$ cat src/drrtc_pkg.sv
// Package with register map, field positions, reset values and timing constants.
package drrtc_pkg;
   // Register byte offsets on the configuration port.
   localparam logic [7:0] OFF_ROW_TYPE_LO = 8'h55;
   localparam logic [7:0] OFF_ROW_TYPE_HI = 8'h56;
   localparam logic [7:0] OFF_MODE_REFRESH = 8'h57;
   localparam logic [7:0] OFF_CTRL_CONFIG = 8'h50;
   localparam logic [7:0] OFF_STATUS = 8'h5a;
   // Reset values.
   localparam logic [15:0] ROW_TYPE_RESET = 16'h0000;
   localparam logic [7:0] MODE_REFRESH_RESET = 8'h01;
   localparam logic [7:0] CTRL_CONFIG_RESET = 8'h00;
   localparam logic [7:0] MODE_REFRESH_MASK = 8'h77;
   // Field positions in the mode and refresh control register.
   localparam int QUEUE_EN_BIT = 6;
   localparam int EDO_PROBE_BIT = 5;
   localparam int REFRESH_KIND_BIT = 4;
   localparam int RATE_MSB = 2;
   // Host frequency select field in the controller configuration register.
   localparam int HOST_FREQ_MSB = 2;
   // Refresh rate codes.
   localparam logic [2:0] RATE_DISABLED = 3'h0;
   localparam logic [2:0] RATE_NORMAL = 3'h1;
   localparam logic [2:0] RATE_FAST = 3'h7;
   // Row memory types.
   typedef enum logic [1:0] {
      MEM_FPM = 2'h0,
      MEM_EDO = 2'h1,
      MEM_BEDO = 2'h2,
      MEM_EMPTY = 2'h3
   } drrtc_mem_e;
   // Fast refresh interval count in host clocks, queue depth, row count and timer width.
   localparam int FAST_INTERVAL = 32;
   localparam int QUEUE_DEPTH = 4;
   localparam int ROWS = 8;
   localparam int TIMER_W = 12;
   // Normal intervals per host frequency select code, 15.6 us at each bus rate.
   localparam logic [TIMER_W-1:0] NORMAL_IVL_50 = 12'h30c;
   localparam logic [TIMER_W-1:0] NORMAL_IVL_60 = 12'h3a8;
   localparam logic [TIMER_W-1:0] NORMAL_IVL_66 = 12'h410;
   localparam logic [TIMER_W-1:0] FAST_IVL = 12'h020;
endpackage : drrtc_pkg

$ cat src/drrtc_cfg_if.sv
// Interface carrying configuration from the register file to refresh and timing logic.
`timescale 1ns/1ns
interface drrtc_cfg_if;
   logic [15:0] row_type_map;
   logic [2:0] refresh_rate_select;
   logic [2:0] host_freq_select;
   logic refresh_queue_enable;
   logic edo_probe_mode;
   logic refresh_kind_select;
   logic rate_change;
   modport regs (output row_type_map, refresh_rate_select, host_freq_select,
      refresh_queue_enable, edo_probe_mode, refresh_kind_select, rate_change);
   modport user (input row_type_map, refresh_rate_select, host_freq_select,
      refresh_queue_enable, edo_probe_mode, refresh_kind_select, rate_change);
endinterface : drrtc_cfg_if

$ cat src/drrtc_refresh.sv
// Refresh request timer and four-deep refresh queue.
`timescale 1ns/1ns
module drrtc_refresh (
   // Clock and reset
   input wire logic clk,
   input wire logic reset,
   // Configuration
   drrtc_cfg_if.user cfg,
   // Refresh service handshake
   input wire logic refresh_done,
   output logic refresh_pending,
   output logic refresh_priority,
   output logic [2:0] queue_count,
   output logic tick
);
   logic [drrtc_pkg::TIMER_W-1:0] timer_reg;
   logic [drrtc_pkg::TIMER_W-1:0] interval;
   logic [2:0] count_reg;
   logic [5:0] chk_gap_reg;
   logic chk_fast_reg;

   ////////////////////////////////////////////////////////////////////////////////

   always_comb begin
      unique case (cfg.host_freq_select)
         3'h0: interval = drrtc_pkg::NORMAL_IVL_60;
         3'h1: interval = drrtc_pkg::NORMAL_IVL_66;
         default: interval = drrtc_pkg::NORMAL_IVL_50;
      endcase
      if (cfg.refresh_rate_select == drrtc_pkg::RATE_FAST) begin
         interval = drrtc_pkg::FAST_IVL;
      end
   end

   // Ticks only for the normal and fast codes; under reserved codes the timer still counts but never ticks.
   // No tick while a restart is pending, so a stale count never fires at the new rate.
   assign tick = (cfg.refresh_rate_select == drrtc_pkg::RATE_NORMAL
      || cfg.refresh_rate_select == drrtc_pkg::RATE_FAST) && !cfg.rate_change
      && timer_reg == interval - 12'h001;

   always_ff @(posedge clk) begin
      if (reset || cfg.rate_change) begin
         timer_reg <= '0;
      end else if (tick) begin
         timer_reg <= '0;
      end else if (cfg.refresh_rate_select != drrtc_pkg::RATE_DISABLED) begin
         timer_reg <= timer_reg + 12'h001;
      end
   end

   // A new request and a completion in the same cycle cancel; the count holds.
   always_ff @(posedge clk) begin
      if (reset) begin
         count_reg <= '0;
      end else if (tick && !refresh_done && count_reg < 3'(drrtc_pkg::QUEUE_DEPTH)) begin
         count_reg <= count_reg + 3'h1;
      end else if (!tick && refresh_done && count_reg != 3'h0) begin
         count_reg <= count_reg - 3'h1;
      end
   end

   assign queue_count = count_reg;
   assign refresh_pending = count_reg != 3'h0;
   // Disabled queue makes every request priority; enabled, only the fourth entry.
   assign refresh_priority = refresh_pending && (!cfg.refresh_queue_enable
      || count_reg == 3'(drrtc_pkg::QUEUE_DEPTH));

   // Checker helpers: cycles since the last tick, and whether that whole span ran at the
   // fast rate with no restart in it.
   always_ff @(posedge clk) begin
      if (reset || tick) begin
         chk_gap_reg <= 6'h00;
      end else if (chk_gap_reg != 6'h3f) begin
         chk_gap_reg <= chk_gap_reg + 6'h01;
      end
   end

   always_ff @(posedge clk) begin
      if (reset) begin
         chk_fast_reg <= 1'b0;
      end else if (tick) begin
         chk_fast_reg <= cfg.refresh_rate_select == drrtc_pkg::RATE_FAST && !cfg.rate_change;
      end else if (cfg.rate_change || cfg.refresh_rate_select != drrtc_pkg::RATE_FAST) begin
         chk_fast_reg <= 1'b0;
      end
   end

   a_fast_period: assert property (@(posedge clk) disable iff (reset)
      tick && chk_fast_reg && cfg.refresh_rate_select == drrtc_pkg::RATE_FAST
      |-> chk_gap_reg == 6'(drrtc_pkg::FAST_INTERVAL - 1))
      else $error("fast refresh not every 32 clocks");
   a_disabled_silent: assert property (@(posedge clk) disable iff (reset)
      cfg.refresh_rate_select == drrtc_pkg::RATE_DISABLED |-> !tick)
      else $error("refresh tick while disabled");
   a_unqueued_prio: assert property (@(posedge clk) disable iff (reset)
      !cfg.refresh_queue_enable && refresh_pending |-> refresh_priority)
      else $error("unqueued refresh not priority");
endmodule : drrtc_refresh

$ cat src/drrtc_top.sv
// DRAM row type map and refresh control block with its register port.
`timescale 1ns/1ns
module drrtc_top (
   // Clock and reset
   input wire logic CLK,
   input wire logic RESET,
   // Register port
   input wire logic [7:0] ADDR,
   input wire logic [7:0] WDATA,
   input wire logic WR,
   input wire logic RD,
   output logic [7:0] RDATA,
   // DRAM cycle request
   input wire logic CYCLE_START,
   input wire logic [2:0] CYCLE_ROW,
   input wire logic [1:0] READ_BURST_SEL,
   input wire logic [1:0] WRITE_BURST_SEL,
   input wire logic CYCLE_IS_WRITE,
   output logic [1:0] CYCLE_MEM_TYPE,
   output logic [1:0] CYCLE_BURST_RATE,
   output logic CYCLE_PROBE_TIMING,
   output logic CYCLE_VALID,
   // Refresh
   input wire logic REFRESH_DONE,
   output logic REFRESH_REQ,
   output logic REFRESH_PRIORITY,
   output logic REFRESH_RAS_ONLY
);
   drrtc_cfg_if cfg ();

   logic [15:0] row_type_reg;
   logic [7:0] mode_reg;
   logic [7:0] config_reg;
   logic rate_change_reg;
   logic [7:0] rdata_reg;
   logic [7:0] rdata_next;
   logic pending;
   logic priority_w;
   logic [2:0] qcount;
   logic [1:0] row_type_next;
   logic [1:0] burst_next;
   logic [1:0] mem_type_reg;
   logic [1:0] burst_reg;
   logic probe_reg;
   logic valid_reg;
   logic req_reg;
   logic prio_reg;
   logic ras_only_reg;

   ////////////////////////////////////////////////////////////////////////////////
   // Register file.

   // Byte-wide port: each half of the row type register is its own byte.
   always_ff @(posedge CLK) begin
      if (RESET) begin
         row_type_reg <= drrtc_pkg::ROW_TYPE_RESET;
      end else if (WR && ADDR == drrtc_pkg::OFF_ROW_TYPE_LO) begin
         row_type_reg[7:0] <= WDATA;
      end else if (WR && ADDR == drrtc_pkg::OFF_ROW_TYPE_HI) begin
         row_type_reg[15:8] <= WDATA;
      end
   end

   always_ff @(posedge CLK) begin
      if (RESET) begin
         mode_reg <= drrtc_pkg::MODE_REFRESH_RESET;
      end else if (WR && ADDR == drrtc_pkg::OFF_MODE_REFRESH) begin
         mode_reg <= WDATA & drrtc_pkg::MODE_REFRESH_MASK;
      end
   end

   always_ff @(posedge CLK) begin
      if (RESET) begin
         config_reg <= drrtc_pkg::CTRL_CONFIG_RESET;
      end else if (WR && ADDR == drrtc_pkg::OFF_CTRL_CONFIG) begin
         config_reg <= WDATA;
      end
   end

   // Only a write that changes the rate code restarts the timer.
   always_ff @(posedge CLK) begin
      if (RESET) begin
         rate_change_reg <= 1'b0;
      end else begin
         rate_change_reg <= WR && ADDR == drrtc_pkg::OFF_MODE_REFRESH
            && WDATA[drrtc_pkg::RATE_MSB:0] != mode_reg[drrtc_pkg::RATE_MSB:0];
      end
   end

   always_comb begin
      rdata_next = 8'h00;
      unique case (ADDR)
         drrtc_pkg::OFF_ROW_TYPE_LO: rdata_next = row_type_reg[7:0];
         drrtc_pkg::OFF_ROW_TYPE_HI: rdata_next = row_type_reg[15:8];
         drrtc_pkg::OFF_MODE_REFRESH: rdata_next = mode_reg;
         drrtc_pkg::OFF_CTRL_CONFIG: rdata_next = config_reg;
         drrtc_pkg::OFF_STATUS: rdata_next = {3'h0, prio_reg, req_reg, qcount};
         default: rdata_next = 8'h00;
      endcase
   end

   always_ff @(posedge CLK) begin
      if (RESET) begin
         rdata_reg <= 8'h00;
      end else begin
         rdata_reg <= RD ? rdata_next : 8'h00;
      end
   end

   assign cfg.row_type_map = row_type_reg;
   assign cfg.refresh_rate_select = mode_reg[drrtc_pkg::RATE_MSB:0];
   assign cfg.host_freq_select = config_reg[drrtc_pkg::HOST_FREQ_MSB:0];
   assign cfg.refresh_queue_enable = mode_reg[drrtc_pkg::QUEUE_EN_BIT];
   assign cfg.edo_probe_mode = mode_reg[drrtc_pkg::EDO_PROBE_BIT];
   assign cfg.refresh_kind_select = mode_reg[drrtc_pkg::REFRESH_KIND_BIT];
   assign cfg.rate_change = rate_change_reg;

   ////////////////////////////////////////////////////////////////////////////////
   // Refresh engine.

   drrtc_refresh u_refresh (
      .clk(CLK),
      .reset(RESET),
      .cfg(cfg),
      .refresh_done(REFRESH_DONE),
      .refresh_pending(pending),
      .refresh_priority(priority_w),
      .queue_count(qcount),
      .tick()
   );

   always_ff @(posedge CLK) begin
      if (RESET) begin
         req_reg <= 1'b0;
         prio_reg <= 1'b0;
         ras_only_reg <= 1'b0;
      end else begin
         req_reg <= pending;
         prio_reg <= priority_w;
         ras_only_reg <= cfg.refresh_kind_select;
      end
   end

   ////////////////////////////////////////////////////////////////////////////////
   // Per-cycle timing selection.

   assign row_type_next = row_type_reg[{CYCLE_ROW, 1'b0} +: 2];

   // Burst rate code: 0 x444, 1 x333, 2 x322, 3 x222; code 3 on reads means reserved.
   always_comb begin
      burst_next = 2'h0;
      if (CYCLE_IS_WRITE) begin
         unique case (row_type_next)
            drrtc_pkg::MEM_FPM: burst_next = (WRITE_BURST_SEL[1]) ? 2'h1 : 2'h0;
            default: burst_next = (WRITE_BURST_SEL == 2'h3) ? 2'h3
               : (WRITE_BURST_SEL == 2'h0) ? 2'h0 : 2'h1;
         endcase
      end else begin
         unique case (row_type_next)
            drrtc_pkg::MEM_FPM: burst_next = (READ_BURST_SEL == 2'h2) ? 2'h1 : 2'h0;
            drrtc_pkg::MEM_EDO: burst_next = (READ_BURST_SEL == 2'h2) ? 2'h2
               : (READ_BURST_SEL == 2'h1) ? 2'h1 : 2'h0;
            default: burst_next = (READ_BURST_SEL == 2'h0) ? 2'h1 : 2'h3;
         endcase
      end
   end

   // Empty rows never start a cycle.
   always_ff @(posedge CLK) begin
      if (RESET) begin
         mem_type_reg <= 2'h0;
         burst_reg <= 2'h0;
         probe_reg <= 1'b0;
         valid_reg <= 1'b0;
      end else begin
         mem_type_reg <= row_type_next;
         burst_reg <= burst_next;
         probe_reg <= CYCLE_START && cfg.edo_probe_mode;
         valid_reg <= CYCLE_START && row_type_next != drrtc_pkg::MEM_EMPTY;
      end
   end

   assign RDATA = rdata_reg;
   assign CYCLE_MEM_TYPE = mem_type_reg;
   assign CYCLE_BURST_RATE = burst_reg;
   assign CYCLE_PROBE_TIMING = probe_reg;
   assign CYCLE_VALID = valid_reg;
   assign REFRESH_REQ = req_reg;
   assign REFRESH_PRIORITY = prio_reg;
   assign REFRESH_RAS_ONLY = ras_only_reg;

   a_row_type_sel: assert property (@(posedge CLK) disable iff (RESET)
      CYCLE_START |=> CYCLE_MEM_TYPE == $past(row_type_reg[{CYCLE_ROW, 1'b0} +: 2]))
      else $error("cycle type not from targeted row");
   a_empty_row: assert property (@(posedge CLK) disable iff (RESET)
      CYCLE_START && row_type_next == drrtc_pkg::MEM_EMPTY |=> !CYCLE_VALID)
      else $error("cycle started on empty row");
   a_rate_restart: assert property (@(posedge CLK) disable iff (RESET)
      WR && ADDR == drrtc_pkg::OFF_MODE_REFRESH && WDATA[2:0] != mode_reg[2:0]
      |=> rate_change_reg)
      else $error("rate change did not restart timer");
   a_kind_follow: assert property (@(posedge CLK) disable iff (RESET)
      ##1 REFRESH_RAS_ONLY == $past(mode_reg[drrtc_pkg::REFRESH_KIND_BIT]))
      else $error("refresh kind not following bit");
   a_probe_timing: assert property (@(posedge CLK) disable iff (RESET)
      CYCLE_START && mode_reg[drrtc_pkg::EDO_PROBE_BIT] |=> CYCLE_PROBE_TIMING)
      else $error("probe timing not applied");
   a_byte_write: assert property (@(posedge CLK) disable iff (RESET)
      WR && ADDR == drrtc_pkg::OFF_ROW_TYPE_HI |=> row_type_reg[7:0] == $past(row_type_reg[7:0]))
      else $error("high byte write disturbed low byte");
   a_fpm_read_burst: assert property (@(posedge CLK) disable iff (RESET)
      CYCLE_START && !CYCLE_IS_WRITE && row_type_next == drrtc_pkg::MEM_FPM
      && READ_BURST_SEL == 2'h0 |=> CYCLE_BURST_RATE == 2'h0)
      else $error("page mode read burst wrong");
endmodule : drrtc_top

$ cat config.mk
export PLATFORM = sky130hd
export DESIGN_NAME = drrtc_top
export DESIGN_NICKNAME = d
export VERILOG_FILES = /design/src/drrtc_pkg.sv /design/src/drrtc_cfg_if.sv /design/src/drrtc_refresh.sv /design/src/drrtc_top.sv
export SDC_FILE = /design/constraint.sdc
export NUM_CORES = 1
export LEC_CHECK = 0
export BUFFER_PORTS_ARGS = -buffer_cell sky130_fd_sc_hd__buf_2
export CORE_MARGIN = 1.5
export CORE_UTILIZATION = 50
export CTS_BUF_LIST = sky130_fd_sc_hd__clkbuf_8 sky130_fd_sc_hd__clkbuf_16
export DETAILED_ROUTE_END_ITERATION = 6
export HOLD_SLACK_MARGIN = 0.06
export PLACE_DENSITY = 0.71
export SYNTH_ARGS = -nofsm -noshare
export SYNTH_HDL_FRONTEND = slang
export SYNTH_SLANG_ARGS = --single-unit
export TNS_END_PERCENT = 10
$ cat constraint.sdc
create_clock -name CLK -period 3.91 [get_ports CLK]
set_input_delay 0.391 -clock CLK [delete_from_list [all_inputs] [get_ports CLK]]
set_output_delay 0.391 -clock CLK [all_outputs]
set_load 0.01 [all_outputs]
# Word level (Yosys, flattened, before mapping)
# Cells that the tools add are included.
dict set report op_classes {
  n_addsub 4
  magnitude_cmp 1
  eq_ne 16
  shift 1
  muxes 15
  bitwise_logic 2
  reduce_logical 31
}
# cell count
set op_table {}
lappend op_table {{$eq 8x7->1 const B} 5}
lappend op_table {{$pmux 8 s5} 1}
lappend op_table {{$pmux 11 s2} 1}
lappend op_table {{$shiftx 16x5->2} 1}
lappend op_table {{$logic_and 1x1->1} 14}
lappend op_table {{$add 12x1->12 const B} 1}
lappend op_table {{$eq 12x12->1} 1}
lappend op_table {{$sub 11x1->12 const B} 1}
lappend op_table {{$mux 11} 1}
lappend op_table {{$mux 2} 5}
lappend op_table {{$eq 3x1->1 const B} 2}
lappend op_table {{$eq 3x3->1 const B} 2}
lappend op_table {{$logic_not 2->1} 3}
lappend op_table {{$mux 3} 2}
lappend op_table {{$reduce_bool 3->1} 2}
lappend op_table {{$eq 2x1->1 const B} 2}
lappend op_table {{$eq 2x2->1 const B} 2}
lappend op_table {{$logic_not 1->1} 4}
lappend op_table {{$mux 1} 4}
lappend op_table {{$pmux 2 s2} 1}
lappend op_table {{$reduce_or 2->1} 2}
lappend op_table {{$add 3x1->3 const B} 1}
lappend op_table {{$logic_not 3->1} 1}
lappend op_table {{$logic_or 1x1->1} 3}
lappend op_table {{other kinds (7)} 8}
dict set report totals {
  regBits 63
  in_bits 30
  output_inout_bits 17
  elab_cells 85
}

# Logic depth before layout (Yosys ltp)
dict set report logic_depth {
  word_depth 11
  mapped_depth 13
  mapped_depth_nobuf 12
}

# Hierarchy
# A second synthesis with hierarchy kept.
dict set report unflattened {
  hier_cells 360
  hier_area_um2 3284.4
}
# module n_inst cells_each area_per_inst_um2 seq_area_each_um2
set by_module_without_submodules {}
lappend by_module_without_submodules {drrtc_top 1 223 2173.3 960.9}
lappend by_module_without_submodules {drrtc_refresh 1 137 1111.1 300.3}

# Worst setup path after synthesis
# OpenSTA, ideal clock, no wires.
dict set report synth_path {
  kind {reg-to-reg}
  from {reg config_reg[0]}
  to {reg u_refresh.count_reg[2], in the netlist u_refresh.queue_count[2]}
  setup_ns 0.074
  arrival_ns 2.837
  required_ns 3.836
  slack_ns 0.998
  path_stages_with_launch 13
  path_cell_list {dfxtp_1 > or3b_4 > nand2_1 > ha_1 > xor2_1 > a211oi_1 > a211o_1 > nor4_4 > nand2_1 > fa_1 > nor4_1 > mux2i_1 > a31oi_1}
}
dict set report synth_between {
  elab_chain_cells 10
}
# element line
set synth_rtl {}
lappend synth_rtl {{from (decl)} drrtc_top.sv:33} ;# logic [7:0] config_reg;
lappend synth_rtl {{from (signal assigned)} drrtc_top.sv:74} ;# config_reg <= drrtc_pkg::CTRL_CONFIG_RESET;
lappend synth_rtl {{$eq 3x1->1 / $logic_not 3->1 (equally long branches)} drrtc_refresh.sv:25} ;# unique case (cfg.host_freq_select)
lappend synth_rtl {{$pmux 11 s2 *} drrtc_refresh.sv:25}
lappend synth_rtl {{$mux 11 *} drrtc_refresh.sv:30} ;# if (cfg.refresh_rate_select == drrtc_pkg::RATE_FAST) begin
lappend synth_rtl {{$sub 11x1->12 *} drrtc_refresh.sv:39} ;# && timer_reg == interval - 12'h001;
lappend synth_rtl {{$eq 12x12->1 *} drrtc_refresh.sv:39}
lappend synth_rtl {{$logic_and 1x1->1 *} drrtc_refresh.sv:39}
lappend synth_rtl {{$logic_not 1->1} drrtc_refresh.sv:57} ;# end else if (!tick && refresh_done && count_reg != 3'h0) begin
lappend synth_rtl {{$logic_and 1x1->1 (2 in a row)} drrtc_refresh.sv:57}
lappend synth_rtl {{$reduce_bool 2->1 (no source line)} n/a}
lappend synth_rtl {{to (signal assigned)} drrtc_refresh.sv:56} ;# count_reg <= count_reg + 3'h1;
lappend synth_rtl {{to (signal assigned)} drrtc_refresh.sv:58} ;# count_reg <= count_reg - 3'h1;
lappend synth_rtl {{to (decl)} drrtc_refresh.sv:18} ;# logic [2:0] count_reg;
# Every way passes the cells marked *; elsewhere a longest branch is shown, timed or not.
# A chain may end at the register's enable or synchronous reset.

# Worst setup path in the final report
# Same ends and word-level chain as after synthesis.

==> flow_summary.json <==
{
  "status": "finished, final reports clean",
  "cp.required_ns": 4.17,
  "place_congestion": 0.7927,
  "layout_common_cells": "dfxtp_1 (63), buf_2 (46), nand2_1 (42)",
  "ys.flop_type": "dfxtp_1",
  "htree_levels": 3,
  "crit-reg2reg-launch": "config_reg[0]",
  "pin_count": 47,
  "via_per_inst": 5.723,
  "switchingPower_uw": 303.2,
  "reg2reg_depth": 12,
  "synth_cells": 344,
  "cp-endpoint": "u_refresh.queue_count[2]",
  "synth_edf_count": 0,
  "final_net_count": 420,
  "synthToLayoutAreaGrowth_pct": 14.80,
  "routed_wl_um": 7158,
  "post_cts_resized": 0,
  "dpl.cell_count": 451,
  "setup-violations-final": 0,
  "antennaDiodeCount": 0,
  "grt_pass1_vias": 2428,
  "rows": 28,
  "layout_setup_ws_ns": 0.7005,
  "final_area_sq_um": 3582,
  "grtUsageTotal_pct": 23.17,
  "fp.dieH_um": 82,
  "largest_reg_flops": 16,
  "yosysTopAreaCell": "dfxtp_1",
  "final_common_cell": "dfxtp_1",
  "fin_util_pct": 59.80,
  "hold_path.class": "primary input to flop",
  "grt_max_degree": 47,
  "synth-async-reset-ratio_pct": 0,
  "dp_hpwl_um": 5079,
  "postSynthAreaPerCell_sq_um": 9.071,
  "place_area_sq_um": 3385,
  "dr.pass1.iters": 7,
  "path_clk_slew_ns": 0.07,
  "ant_nets": 0,
  "ctsRootBufferMaster": "clkbuf_8",
  "timing.final.hold_violations": 0,
  "port_buffers": 46,
  "p_seq_share_pct": 50.2,
  "seq_area_frac_synth_pct": 40.42,
  "pwr_density_cell_nw_per_um2": 364.9,
  "overflow": 0,
  "peakVddDrop_mv": 0.2248,
  "rsz0062_at_grt": "false",
  "drive_gt1_share_pct": 23.02,
  "swShare_pct": 23.20,
  "synth_top_area_share_pct": 40.42,
  "fin_skew_ns": 0.009734,
  "clk_latency_ns": 0.34,
  "start_util_pct": 52.09,
  "dr.first_iter.drc_count": 175,
  "reg2reg_slack_ns": 0.70,
  "crit_path_max_fanout": 6,
  "synth_fp_nets": 377,
  "core_area_sq_um": 5991,
  "antenna_found_initial": 0,
  "cp_data_arrival_time_ns": 3.47,
  "max-clock-path-buffers": 2,
  "critical_path_class": "flop to flop",
  "timing.fmax_ghz": 0.3116,
  "synth_area_sq_um": 3120,
  "cts_made_buffers": 9,
  "synth_seq_cells": 63,
  "post-route-min-period_ns": 3.209,
  "die_x_um": 82,
  "crit_path_start_kind": "flop",
  "hold_depth": 2,
  "post_cts_buffers": 0,
  "cts_tree": "yes",
  "internal_power_mw": 1.004,
  "final_cells": 466,
  "dpl_worst_slack_ns": 0.7089,
  "r2r-end": "u_refresh.queue_count[2]",
  "fin_crit_sh_pct": 82.08,
  "startpoint": "config_reg[0]",
  "route.detailed.drc": 0,
  "wire_per_inst_um": 15.36,
  "leakagePower_nw": 1.263,
  "maxSlewHeadroom_pct": 34.00,
  "cts_sinks": 63,
  "dieArea_sq_um": 6724,
  "pwr-share-comb_pct": 6.3,
  "critPathCaptureType": "flop",
  "yosys.cell_types.count": 50,
  "nFillCells": 532,
  "drv_cap": 0,
  "cts_hold_buffers": 0,
  "slew_viol_final": 0,
  "grt_pass1_wl_um": 11610,
  "pwr-share-clk_pct": 43.5,
  "num_vias": 2667,
  "tns_ns": 0,
  "ys_warn_count": 0,
  "synth_area_leaders": "dfxtp_1 (40%), nand2_1 (5.1%), a21oi_1 (4.8%)",
  "worstMarginPinSlew_ns": 0.9857
}
## layout make-up
cell class / count / area [sq um] / area share (%)
multi-input combinational: 262 / 1769 / 49.39
inverter: 2 / 7.507 / 0.2096
timing repair buffer: 49 / 252.7 / 7.056
clock buffer: 11 / 151.4 / 4.226
tap: 75 / 93.84 / 2.620
sequential: 63 / 1261 / 35.21
clock inverter: 4 / 46.29 / 1.292
## critical path, cell delays in order, from the launching register on
cell and delay (ns):
dfxtp_1 0.39, or3b_4 0.43, nand2_1 0.08, ha_1 0.17, xor2_1 0.24, a211oi_1 0.12
a211o_1 0.35, nor4_4 0.32, nand2_1 0.12, fa_1 0.42, nor4_1 0.24, mux2i_1 0.11
a31oi_1 0.14
## Yosys cell counts, types with 3 or more instances
library cell / number
a21oi_1: 30
a22oi_1: 15
a31oi_1: 4
and3_1: 4
clkbuf_1: 11
dfxtp_1: 63
mux2_2: 3
mux2i_1: 13
mux4_2: 4
nand2_1: 42
nand3_1: 30
nand3b_1: 4
nor2_1: 29
nor2_4: 10
nor3_1: 5
nor3b_1: 5
o21ai_0: 6
xnor2_1: 13
xor2_1: 7
## worst min-delay path by stage
stage	from	end	slack (ns)
floorplan	config_reg[3]	config_reg[3]	0.44
global placement	config_reg[5]	config_reg[5]	0.44
detailed placement	config_reg[4]	config_reg[4]	0.45
CTS	CYCLE_START	CYCLE_PROBE_TIMING	0.30
global route	CYCLE_START	CYCLE_PROBE_TIMING	0.31
finish	CYCLE_START	CYCLE_PROBE_TIMING	0.31
## logic make-up (layout without fill, tap and decap cells)
family / Yosys count / after routing / share of synthesized area (%)
multiplexers: 21 / 21 / 8.500
AND/OR/NAND/NOR: 154 / 154 / 28.03
buffers and inverters: 19 / 66 / 3.208
AO/OA/AOI/OAI: 64 / 64 / 12.79
XOR/XNOR: 20 / 20 / 5.614
adder cells (fa/ha/maj): 3 / 3 / 1.443
flip-flops: 63 / 63 / 40.42
## power by group through the flow
stage	clock network, mW	logic [mW]	registers, mW
6_report	0.568	0.0830	0.656
5_1_grt	0.614	0.0917	0.656
4_1_cts	0.582	0.0831	0.656
3_3_place_gp	0	0.0804	0.670
2_1_floorplan	0	0.0487	0.670
3_5_place_dp	0	0.0828	0.670
## metrics by stage
stage	total power, mW	hold slack (ns)
6_report	1.307	0.3095
5_1_grt	1.362	0.3137
4_1_cts	1.321	0.2966
3_5_place_dp	0.7530	0.4474
3_3_place_gp	0.7502	0.4427
2_1_floorplan	0.7184	0.4360
## routing by layer
layer	global-route usage, %	up-vias	wire length, um	share of wire [%]
met5	0	-	0	0
met4	6.610	0	76	1.1
met3	6.889	9	492	6.9
li1	-	1319	-	-
met2	36.39	85	3378	47
met1	30.72	1254	3211	45
No activity file was read; power rests on OpenSTA's default activity.
